**config.mk**
```make
export PLATFORM = sky130hd
export DESIGN_NAME = cms_core
export DESIGN_NICKNAME = d
export VERILOG_FILES = /design/src/core/cms_pkg.sv /design/src/core/cms_core.sv /design/src/core/cms_nvmem.sv /design/src/core/cms_timer.sv
export SDC_FILE = /design/constraint.sdc
export NUM_CORES = 2
export LEC_CHECK = 0
export ABC_AREA = 1
export BUFFER_PORTS_ARGS = -buffer_cell sky130_fd_sc_hd__buf_4
export CAP_MARGIN = 20
export CORE_MARGIN = 10
export CORE_UTILIZATION = 46
export DETAILED_ROUTE_END_ITERATION = 10
export RECOVER_POWER = 25
export SKIP_CTS_REPAIR_TIMING = 1
export SLEW_MARGIN = 10
export SYNTH_ARGS = -nofsm -noshare
export SYNTH_HDL_FRONTEND = slang
export SYNTH_SLANG_ARGS = --single-unit
```
**constraint.sdc**
```tcl
create_clock -name ref_clk_in -period 125.6 [get_ports ref_clk_in]
set_input_delay 0 -clock ref_clk_in [delete_from_list [all_inputs] [get_ports ref_clk_in]]
set_output_delay 0 -clock ref_clk_in [all_outputs]
set_load 0.02 [all_outputs]
```
**src/core/cms_pkg.sv**
```systemverilog
// Constants and types of the gas sensor measurement controller
//
// Contract
// No communication accepted until minimum start delay after processor start.
// Each sample takes between minimum and maximum sample time, nominal typical.
// Reset default: continuous mode, sixteen second period, eight samples.
// New period or sample count applies only after soft reboot.
// Host keeps nonvolatile write cycles below the lifetime maximum.
// One multi-register write sequence consumes exactly one nonvolatile cycle.
// Newly written nonvolatile values read back only after a reset.
// Shutdown pin low powers down and loses all volatile state.
// Host saves state data before shutdown, restores it after power-up.
// Host writes state data before the start-measurement command.
// Single mode measures once only on host demand.
// Idle low-power sensor wakes on any serial data line pulse.
// Host may ignore the ready output and use worst-case timing.
// No warm-up: first reported measurement is already valid.
// Host sets period longer than samples times typical sample time.
// Sample count from one to the maximum, averaged into each result.
// Active-low ready output high while measuring, low when result available.
// Without ready output host waits samples times maximum sample time.
package cms_pkg;

  // -----------------------------------------------
  // Timing
  // -----------------------------------------------
  localparam int CLK_MHZ = 200;
  localparam int T_START_MS = 35;
  localparam int T_SAMPLE_MIN_MS = 160;
  localparam int T_SAMPLE_TYP_MS = 180;
  localparam int T_SAMPLE_MAX_MS = 300;
  localparam int CYC_PER_MS = CLK_MHZ * 1000;
  localparam int T_START_CYC = T_START_MS * CYC_PER_MS;
  localparam int T_SAMPLE_CYC = T_SAMPLE_TYP_MS * CYC_PER_MS;
  localparam int CYC_PER_S = 1000 * CYC_PER_MS;

  // -----------------------------------------------
  // Configuration defaults and limits
  // -----------------------------------------------
  localparam logic [15:0] PERIOD_RST = 16'h0010;
  localparam logic [10:0] SAMPLES_RST = 11'h008;
  localparam logic [10:0] SAMPLES_MAX = 11'h400;
  localparam int NV_CYCLES_MAX = 10000;

  // -----------------------------------------------
  // Register offsets
  // -----------------------------------------------
  localparam logic [7:0] REG_CTRL = 8'h00;
  localparam logic [7:0] REG_PERIOD = 8'h04;
  localparam logic [7:0] REG_SAMPLES = 8'h08;
  localparam logic [7:0] REG_NV_COMMIT = 8'h0C;
  localparam logic [7:0] REG_CMD = 8'h10;
  localparam logic [7:0] REG_STATUS = 8'h14;
  localparam logic [7:0] REG_RESULT = 8'h18;
  localparam logic [7:0] REG_STATE = 8'h1C;
  localparam logic [7:0] REG_IRQ_STAT = 8'h20;
  localparam logic [7:0] REG_IRQ_MASK = 8'h24;
  localparam logic [7:0] REG_NV_COUNT = 8'h28;

  // Command and field bits
  localparam int CMD_START = 0;
  localparam int CMD_REBOOT = 1;
  localparam int CTRL_SINGLE = 0;
  localparam int IRQ_DONE = 0;
  localparam int IRQ_NVWR = 1;
  localparam int IRQ_WAKE = 2;
  localparam int IRQ_W = 3;

  typedef enum logic [2:0] {
    ST_BOOT = 3'b000,
    ST_IDLE = 3'b001,
    ST_SAMPLE = 3'b010,
    ST_WAIT = 3'b011,
    ST_SLEEP = 3'b100
  } cms_state_e;

endpackage : cms_pkg

```
**src/core/cms_core.sv**
```systemverilog
// Measurement sequencing, register file and ready pin of the sensor
//
// The register offsets and the address-and-strobe port were left to the implementer.
`timescale 1ns/1ps
module cms_core import cms_pkg::*; #(
  parameter int START_CYC = T_START_CYC,
  parameter int SAMPLE_CYC = T_SAMPLE_CYC,
  parameter int SEC_CYC = CYC_PER_S
) (
  input wire logic ref_clk_in,
  input wire logic rst_in,
  input wire logic enable_in,
  input wire logic sda_in,
  input wire logic [15:0] sample_value_in,
  input wire logic [7:0] addr_in,
  input wire logic [31:0] wdata_in,
  input wire logic wr_in,
  input wire logic rd_in,
  output logic [31:0] rdata_out,
  output logic measurement_ready_low_out,
  output logic comm_ready_out,
  output logic irq_out
);
  // -----------------------------------------------
  // Power state: shutdown acts like reset
  // -----------------------------------------------
  logic pwr_rst;
  // shutdown clears volatile
  assign pwr_rst = rst_in | ~enable_in;

  logic [15:0] nv_period;
  logic [10:0] nv_samples;
  logic [15:0] nv_cycles;
  logic [15:0] pend_period_q, pend_period_d;
  logic [10:0] pend_samples_q, pend_samples_d;
  logic commit;
  logic reboot_q, reboot_d;

  cms_nvmem u_nv (
    .ref_clk_in(ref_clk_in),
    .rst_in(pwr_rst | reboot_q),
    .commit_in(commit),
    .period_in(pend_period_q),
    .samples_in(pend_samples_q),
    .period_out(nv_period),
    .samples_out(nv_samples),
    .cycles_out(nv_cycles)
  );

  // -----------------------------------------------
  // Timers
  // -----------------------------------------------
  logic t_load, t_done, t_busy;
  logic [31:0] t_count;
  cms_timer #(.W(32)) u_tmr (
    .ref_clk_in(ref_clk_in),
    .rst_in(pwr_rst | reboot_q),
    .load_in(t_load),
    .count_in(t_count),
    .done_out(t_done),
    .busy_out(t_busy)
  );

  logic p_load, p_done, p_busy;
  logic [31:0] p_count;
  cms_timer #(.W(32)) u_per (
    .ref_clk_in(ref_clk_in),
    .rst_in(pwr_rst | reboot_q),
    .load_in(p_load),
    .count_in(p_count),
    .done_out(p_done),
    .busy_out(p_busy)
  );

  // -----------------------------------------------
  // Measurement sequencer
  // -----------------------------------------------
  cms_state_e st_q, st_d;
  logic single_q, single_d;
  logic [10:0] smp_cnt_q, smp_cnt_d;
  logic [26:0] acc_q, acc_d;
  logic [15:0] result_q, result_d;
  logic [31:0] state_data_q, state_data_d;
  logic meas_busy_q, meas_busy_d;
  logic ready_low_q, ready_low_d;
  logic comm_q, comm_d;
  logic [IRQ_W-1:0] irq_stat_q, irq_stat_d, irq_mask_q, irq_mask_d, ev;
  logic [31:0] rdata_q, rdata_d;
  logic irq_q, irq_d;
  logic start_cmd, sda_q;
  logic [10:0] eff_samples;
  logic bus_wr;

  // no access before start
  assign bus_wr = wr_in & comm_q;
  assign start_cmd = bus_wr && addr_in == REG_CMD && wdata_in[CMD_START];
  assign commit = bus_wr && addr_in == REG_NV_COMMIT && wdata_in[0];
  // clamp to one..max
  assign eff_samples = (nv_samples == 11'h000) ? 11'h001 :
                       (nv_samples > SAMPLES_MAX) ? SAMPLES_MAX : nv_samples;

  always_comb begin
    st_d = st_q;
    single_d = single_q;
    smp_cnt_d = smp_cnt_q;
    acc_d = acc_q;
    result_d = result_q;
    meas_busy_d = meas_busy_q;
    comm_d = comm_q;
    t_load = 1'b0;
    t_count = 32'h0;
    p_load = 1'b0;
    p_count = 32'(nv_period) * 32'(SEC_CYC);
    ev = '0;
    case (st_q)
      ST_BOOT: begin
        if (!t_busy && !t_done && !comm_q) begin
          t_load = 1'b1;
          t_count = 32'(START_CYC);
        end
        if (t_done) begin
          comm_d = 1'b1;
          // default continuous
          // first result valid
          if (!single_q) begin
            st_d = ST_SAMPLE;
            meas_busy_d = 1'b1;
            p_load = 1'b1;
            t_load = 1'b1;
            t_count = 32'(SAMPLE_CYC);
          end else begin
            st_d = ST_IDLE;
          end
        end
      end
      ST_IDLE: begin
        // single on demand
        if (start_cmd) begin
          st_d = ST_SAMPLE;
          meas_busy_d = 1'b1;
          t_load = 1'b1;
          t_count = 32'(SAMPLE_CYC);
        end
      end
      ST_SAMPLE: begin
        // per sample time
        if (t_done) begin
          acc_d = acc_q + 27'(sample_value_in);
          smp_cnt_d = smp_cnt_q + 11'h001;
          if (smp_cnt_q + 11'h001 >= eff_samples) begin
            result_d = 16'(acc_d / 27'(eff_samples));
            acc_d = '0;
            smp_cnt_d = '0;
            meas_busy_d = 1'b0;
            ev[IRQ_DONE] = 1'b1;
            st_d = single_q ? ST_SLEEP : ST_WAIT;
          end else begin
            t_load = 1'b1;
            t_count = 32'(SAMPLE_CYC);
          end
        end
      end
      ST_WAIT: begin
        if (p_done) begin
          st_d = ST_SAMPLE;
          meas_busy_d = 1'b1;
          p_load = 1'b1;
          t_load = 1'b1;
          t_count = 32'(SAMPLE_CYC);
        end
      end
      ST_SLEEP: begin
        // wake on data pulse
        if (sda_in != sda_q) begin
          ev[IRQ_WAKE] = 1'b1;
          st_d = ST_IDLE;
        end else if (start_cmd) begin
          st_d = ST_SAMPLE;
          meas_busy_d = 1'b1;
          t_load = 1'b1;
          t_count = 32'(SAMPLE_CYC);
        end
      end
      default: st_d = ST_BOOT;
    endcase
    if (commit) begin
      ev[IRQ_NVWR] = 1'b1;
    end
    if (bus_wr && addr_in == REG_CTRL) begin
      single_d = wdata_in[CTRL_SINGLE];
    end
    // ready follows result
    ready_low_d = ready_low_q;
    if (ev[IRQ_DONE]) begin
      ready_low_d = 1'b0;
    end else if (meas_busy_d) begin
      ready_low_d = 1'b1;
    end
  end

  // -----------------------------------------------
  // Register file
  // -----------------------------------------------
  always_comb begin
    pend_period_d = pend_period_q;
    pend_samples_d = pend_samples_q;
    state_data_d = state_data_q;
    irq_mask_d = irq_mask_q;
    reboot_d = 1'b0;
    rdata_d = 32'h0;
    // applies after reboot
    if (bus_wr) begin
      if (addr_in == REG_PERIOD) begin
        pend_period_d = wdata_in[15:0];
      end else if (addr_in == REG_SAMPLES) begin
        pend_samples_d = wdata_in[10:0];
      end else if (addr_in == REG_CMD) begin
        reboot_d = wdata_in[CMD_REBOOT];
      end else if (addr_in == REG_STATE) begin
        state_data_d = wdata_in;
      end else if (addr_in == REG_IRQ_MASK) begin
        irq_mask_d = wdata_in[IRQ_W-1:0];
      end
    end
    // Set wins over write-one-to-clear
    irq_stat_d = irq_stat_q;
    if (bus_wr && addr_in == REG_IRQ_STAT) begin
      irq_stat_d = irq_stat_q & ~wdata_in[IRQ_W-1:0];
    end
    irq_stat_d = irq_stat_d | ev;
    irq_d = |(irq_stat_d & irq_mask_d);
    if (rd_in && comm_q) begin
      if (addr_in == REG_CTRL) begin
        rdata_d = {31'h0, single_q};
      end else if (addr_in == REG_PERIOD) begin
        rdata_d = {16'h0, nv_period};
      end else if (addr_in == REG_SAMPLES) begin
        rdata_d = {21'h0, nv_samples};
      end else if (addr_in == REG_STATUS) begin
        rdata_d = {26'h0, st_q, meas_busy_q, comm_q, p_busy};
      end else if (addr_in == REG_RESULT) begin
        rdata_d = {16'h0, result_q};
      end else if (addr_in == REG_STATE) begin
        rdata_d = state_data_q;
      end else if (addr_in == REG_IRQ_STAT) begin
        rdata_d = {29'h0, irq_stat_q};
      end else if (addr_in == REG_IRQ_MASK) begin
        rdata_d = {29'h0, irq_mask_q};
      end else if (addr_in == REG_NV_COUNT) begin
        rdata_d = {16'h0, nv_cycles};
      end else begin
        rdata_d = 32'h0;
      end
    end
  end

  always_ff @(posedge ref_clk_in) begin
    sda_q <= sda_in;
    if (pwr_rst || reboot_q) begin
      st_q <= ST_BOOT;
      single_q <= pwr_rst ? 1'b0 : single_q;
      smp_cnt_q <= '0;
      acc_q <= '0;
      result_q <= '0;
      meas_busy_q <= 1'b0;
      ready_low_q <= 1'b1;
      comm_q <= 1'b0;
      pend_period_q <= PERIOD_RST;
      pend_samples_q <= SAMPLES_RST;
      state_data_q <= pwr_rst ? 32'h0 : state_data_q;
      irq_stat_q <= '0;
      irq_mask_q <= '0;
      reboot_q <= 1'b0;
      rdata_q <= 32'h0;
      irq_q <= 1'b0;
    end else begin
      st_q <= st_d;
      single_q <= single_d;
      smp_cnt_q <= smp_cnt_d;
      acc_q <= acc_d;
      result_q <= result_d;
      meas_busy_q <= meas_busy_d;
      ready_low_q <= ready_low_d;
      comm_q <= comm_d;
      pend_period_q <= pend_period_d;
      pend_samples_q <= pend_samples_d;
      state_data_q <= state_data_d;
      irq_stat_q <= irq_stat_d;
      irq_mask_q <= irq_mask_d;
      reboot_q <= reboot_d;
      rdata_q <= rdata_d;
      irq_q <= irq_d;
    end
  end

  assign rdata_out = rdata_q;
  // ready low when done
  assign measurement_ready_low_out = ready_low_q;
  assign comm_ready_out = comm_q;
  assign irq_out = irq_q;
endmodule : cms_core

```
**src/core/cms_nvmem.sv**
```systemverilog
// Nonvolatile configuration store with registered read data
`timescale 1ns/1ps
module cms_nvmem import cms_pkg::*; (
  input wire logic ref_clk_in,
  input wire logic rst_in,
  input wire logic commit_in,
  input wire logic [15:0] period_in,
  input wire logic [10:0] samples_in,
  output logic [15:0] period_out,
  output logic [10:0] samples_out,
  output logic [15:0] cycles_out
);
  // Storage survives rst_in; loads defaults only once at first use
  logic [15:0] per_mem;
  logic [10:0] smp_mem;
  logic init_q = 1'b0;
  logic [15:0] cyc_q, cyc_d;
  logic [15:0] per_q;
  logic [10:0] smp_q;

  always_comb begin
    cyc_d = cyc_q;
    if (commit_in && cyc_q != 16'hFFFF) begin
      cyc_d = cyc_q + 16'h0001;
    end
  end

  always_ff @(posedge ref_clk_in) begin
    if (!init_q) begin
      init_q <= 1'b1;
      per_mem <= PERIOD_RST;
      smp_mem <= SAMPLES_RST;
      cyc_q <= 16'h0000;
    end else begin
      // one cycle per commit
      cyc_q <= cyc_d;
      if (commit_in) begin
        per_mem <= period_in;
        smp_mem <= samples_in;
      end
    end
  end

  // visible after reset
  always_ff @(posedge ref_clk_in) begin
    if (rst_in || !init_q) begin
      per_q <= init_q ? per_mem : PERIOD_RST;
      smp_q <= init_q ? smp_mem : SAMPLES_RST;
    end
  end

  assign period_out = per_q;
  assign samples_out = smp_q;
  assign cycles_out = cyc_q;
endmodule : cms_nvmem

```
**src/core/cms_timer.sv**
```systemverilog
// Down counter raising a pulse when a loaded count expires
`timescale 1ns/1ps
module cms_timer import cms_pkg::*; #(
  parameter int W = 32
) (
  input wire logic ref_clk_in,
  input wire logic rst_in,
  input wire logic load_in,
  input wire logic [W-1:0] count_in,
  output logic done_out,
  output logic busy_out
);
  logic [W-1:0] cnt_q, cnt_d;
  logic done_q, done_d;
  logic busy_q, busy_d;

  always_comb begin
    cnt_d = cnt_q;
    done_d = 1'b0;
    busy_d = busy_q;
    if (load_in) begin
      cnt_d = count_in;
      busy_d = 1'b1;
    end else if (busy_q) begin
      if (cnt_q <= {{(W-1){1'b0}}, 1'b1}) begin
        busy_d = 1'b0;
        done_d = 1'b1;
      end else begin
        cnt_d = cnt_q - {{(W-1){1'b0}}, 1'b1};
      end
    end
  end

  always_ff @(posedge ref_clk_in) begin
    if (rst_in) begin
      cnt_q <= '0;
      done_q <= 1'b0;
      busy_q <= 1'b0;
    end else begin
      cnt_q <= cnt_d;
      done_q <= done_d;
      busy_q <= busy_d;
    end
  end

  assign done_out = done_q;
  assign busy_out = busy_q;
endmodule : cms_timer

```
==> flow_metrics.env <==
export IMPL_cts_tree="yes"
export IMPL_hold_class="in2reg"
export IMPL_slowest_stage="nor2_1"
export IMPL_rsz0062_at_grt="false"
export IMPL_avgSynthCellArea_sq_um=6.95
export IMPL_synth_common_cells="nand2_1, inv_1, nor2_1, ha_1, a21oi_1"
export IMPL_ys_flop_type="dfxtp_1"
export IMPL_gp_congestion=0.903
export IMPL_viasPerCell=5.15
export IMPL_failed_checks="negative hold slack, max-capacitance violations, max-slew violations"
export IMPL_ios=97
export IMPL_nets=5402
export IMPL_tightest_slew_ps=2940
export IMPL_clk_latency_ps=570
export IMPL_initial_core_util_pct=46.6
export IMPL_rr_worst_depth=423
export IMPL_finalSetupViolCount=0
export IMPL_first_pass_iters=5
export IMPL_htreeDepth=2
export IMPL_synth_nets=5292
export IMPL_drive_above_1_share_pct=10.9
export IMPL_grt_first_pass_wirelength_um=150000
export IMPL_finClkSkew_ps=34.1
export IMPL_ys_types=82
export IMPL_hold_start="wdata_in[0]"
export IMPL_ff_latch_area_sq_um=7020
export IMPL_grt_pass1_vias=28900
export IMPL_status="finished, violations left"
export IMPL_cts_sinks=299
export IMPL_critPathMostFrequentCell="nand2_1"
export IMPL_placementRows=98
export IMPL_maxSlewHeadroom_pct=-95.8
export IMPL_r2r_start="acc_q[0]"
export IMPL_syn2layout_area_growth_pct=9.45
export IMPL_grt_overflow_total=0
export IMPL_fin_tns_setup_ps=0
export IMPL_arrival_ps=68460
export IMPL_portBuffers=96
export IMPL_postRouteAntennaNets=0
export IMPL_netlist_area_sq_um=33400
export IMPL_initialDrtViolationCount=1933
export IMPL_startpoint_type="flip-flop"
export IMPL_yosysMostFrequentCell="nand2_1"
export IMPL_period_share_pct=54.1
export IMPL_r2r_end="result_q[0]"
export IMPL_die_area_sq_um=83800
export IMPL_cts_clk_slew_worst_paths_ps=60
export IMPL_worstSetupPathType="reg2reg"
export IMPL_drv_slew=52
export IMPL_setup_ws_ps=57590
export IMPL_r2r_slack_ps=57590
export IMPL_grt_max_degree=66
export IMPL_cp_max_fo=23
export IMPL_syn_inst=4806
export IMPL_num_antenna_cells=0
export IMPL_multi_input_area_sq_um=22800
export IMPL_die_width_um=289
export IMPL_vias=30400
export IMPL_synth_area_top_cells="ha_1, dfxtp_1, nand2_1"
export IMPL_synth_edf_count=103
export IMPL_worstPathRequired_ps=126060
export IMPL_min_to="irq_mask_q[0]"
export IMPL_globalRouteTotalUtil_pct=21.9
export IMPL_cts_root_buf="clkbuf_16"
export IMPL_drc=0
export IMPL_clockBufferDepth=3
export IMPL_n_fill_cell=7318
export IMPL_async_reset_ff_share_pct=0
export IMPL_dieHeight_um=289
export IMPL_dp_slack_ps=58040
export IMPL_end_kind="flip-flop"
export IMPL_drv_cap=1
export IMPL_holdPathStages=5
export IMPL_wirelength_um=92800
export IMPL_wl_per_cell_um=15.8
export IMPL_whs_ps=-46.3
export IMPL_yosysWarnings=0
export IMPL_cts_buffers=35
export IMPL_slowest_delay_ps=700
export IMPL_ys_seq_area_share_pct=21.0
export IMPL_synth_top_area_share_pct=13.0
export IMPL_design_core_area_sq_um=71700
export IMPL_hold_viol=3
export IMPL_final_util_pct=51.0
export IMPL_fin_crit_ps=68010
export IMPL_max_freq_mhz=14.7
export IMPL_synth_top_area_cell="ha_1"
export IMPL_dp_hpwl_um=72300
export IMPL_ys_seq_elements=299
export IMPL_antenna_found_initial=0
==> state kept, by name, summed over array words and instances (netlist names), 3 cells and up <==
| name | flops |
|---|---|
| acc_q | 27 |
| irq_mask_q | 3 |
| irq_stat_q | 3 |
| pend_period_q | 16 |
| pend_samples_q | 11 |
| rdata_out | 32 |
| result_q | 16 |
| smp_cnt_q | 11 |
| st_q | 3 |
| state_data_q | 32 |
| u_nv.cycles_out | 16 |
| u_nv.per_mem | 16 |
| u_nv.period_out | 16 |
| u_nv.samples_out | 11 |
| u_nv.smp_mem | 11 |
| u_per.cnt_q | 32 |
| u_tmr.cnt_q | 32 |
==> worst max path at each step <==
stage	start	end	slack, ps
2_1_floorplan	u_nv.samples_out[4]	result_q[0]	65510
3_3_place_gp	acc_q[0]	result_q[0]	60340
3_5_place_dp	acc_q[0]	result_q[0]	58040
4_1_cts	acc_q[0]	result_q[0]	57820
5_1_grt	acc_q[0]	result_q[0]	48540
6_report	acc_q[0]	result_q[0]	57590
==> cells by family after synthesis <==
| kind of cell | count (synthesis) | synth area share (%) |
|---|---|---|
| flip-flops | 299 | 21.0 |
| adder cells (fa/ha/maj) | 424 | 17.6 |
| XOR/XNOR | 245 | 6.43 |
| AO/OA/AOI/OAI | 771 | 13.2 |
| buffers and inverters | 894 | 10.8 |
| AND/OR/NAND/NOR | 2171 | 30.9 |
| multiplexers | 2 | 0.0974 |
==> layout by cell type (no fill, tap or decap), types with 28 or more instances in the layout <==
master         synthesis  routed
nand2_4               28      28
xor2_1               158     158
nand3_1              232     232
dlygate4sd3_1          0      41
nand2_2              132     132
nor2_2                38      39
clkbuf_16              0      37
nand4_1               79      79
nand2_1             1035    1035
clkbuf_1              59      40
nor2_1               392     390
fa_1                  77      77
o211ai_1              28      28
nor3_1                60      60
ha_1                 347     347
inv_1                737     737
o21bai_1              30      30
edfxtp_1             103     103
or2_2                 33      33
o21ai_0              270     269
buf_4                  6      82
nand3_2               37      37
dfxtp_1              196     196
xnor2_1               87      87
a21oi_1              291     291
inv_2                 48      48
==> per-stage QoR <==
stage / cell area [sq um] / cells / hold WS [ps]
after floorplan: 33400 / 4806 / 27.7
after global placement: 35000 / 5786 / 127
after detailed placement: 35000 / 5786 / 131
after CTS: 36200 / 5850 / -451
after global routing: 36600 / 5893 / 3.67
final: 36600 / 5893 / -46.3
==> critical path: cells and delay by family, from the launching register on <==
kind / cells / cell delay (ps)
compound gates: 147 / 27030
xor+xnor: 1 / 180
fa+ha+maj: 29 / 9240
buf+inv: 75 / 9200
flops: 1 / 330
simple gates: 171 / 21710
==> layer usage <==
metal	vias to the layer above	part of all wire, %	GRT usage [%]
li1	15900	-	-
met1	13800	47	29.5
met2	597	45	35.8
met3	114	5.7	3.71
met4	0	2.5	6.01
met5	-	0	0
==> cell type report <==
| class | instances | area share, % |
|---|---|---|
| Multi-Input combinational cell | 3613 | 62.4 |
| Sequential cell | 299 | 19.2 |
| Inverter | 804 | 8.32 |
| Timing Repair Buffer | 163 | 3.31 |
| Tap cell | 950 | 3.25 |
| Clock buffer | 41 | 2.60 |
| Clock inverter | 23 | 0.897 |
Power is not shown: default switching activity piles up to over one toggle a cycle in this logic, so the estimate is an artifact.
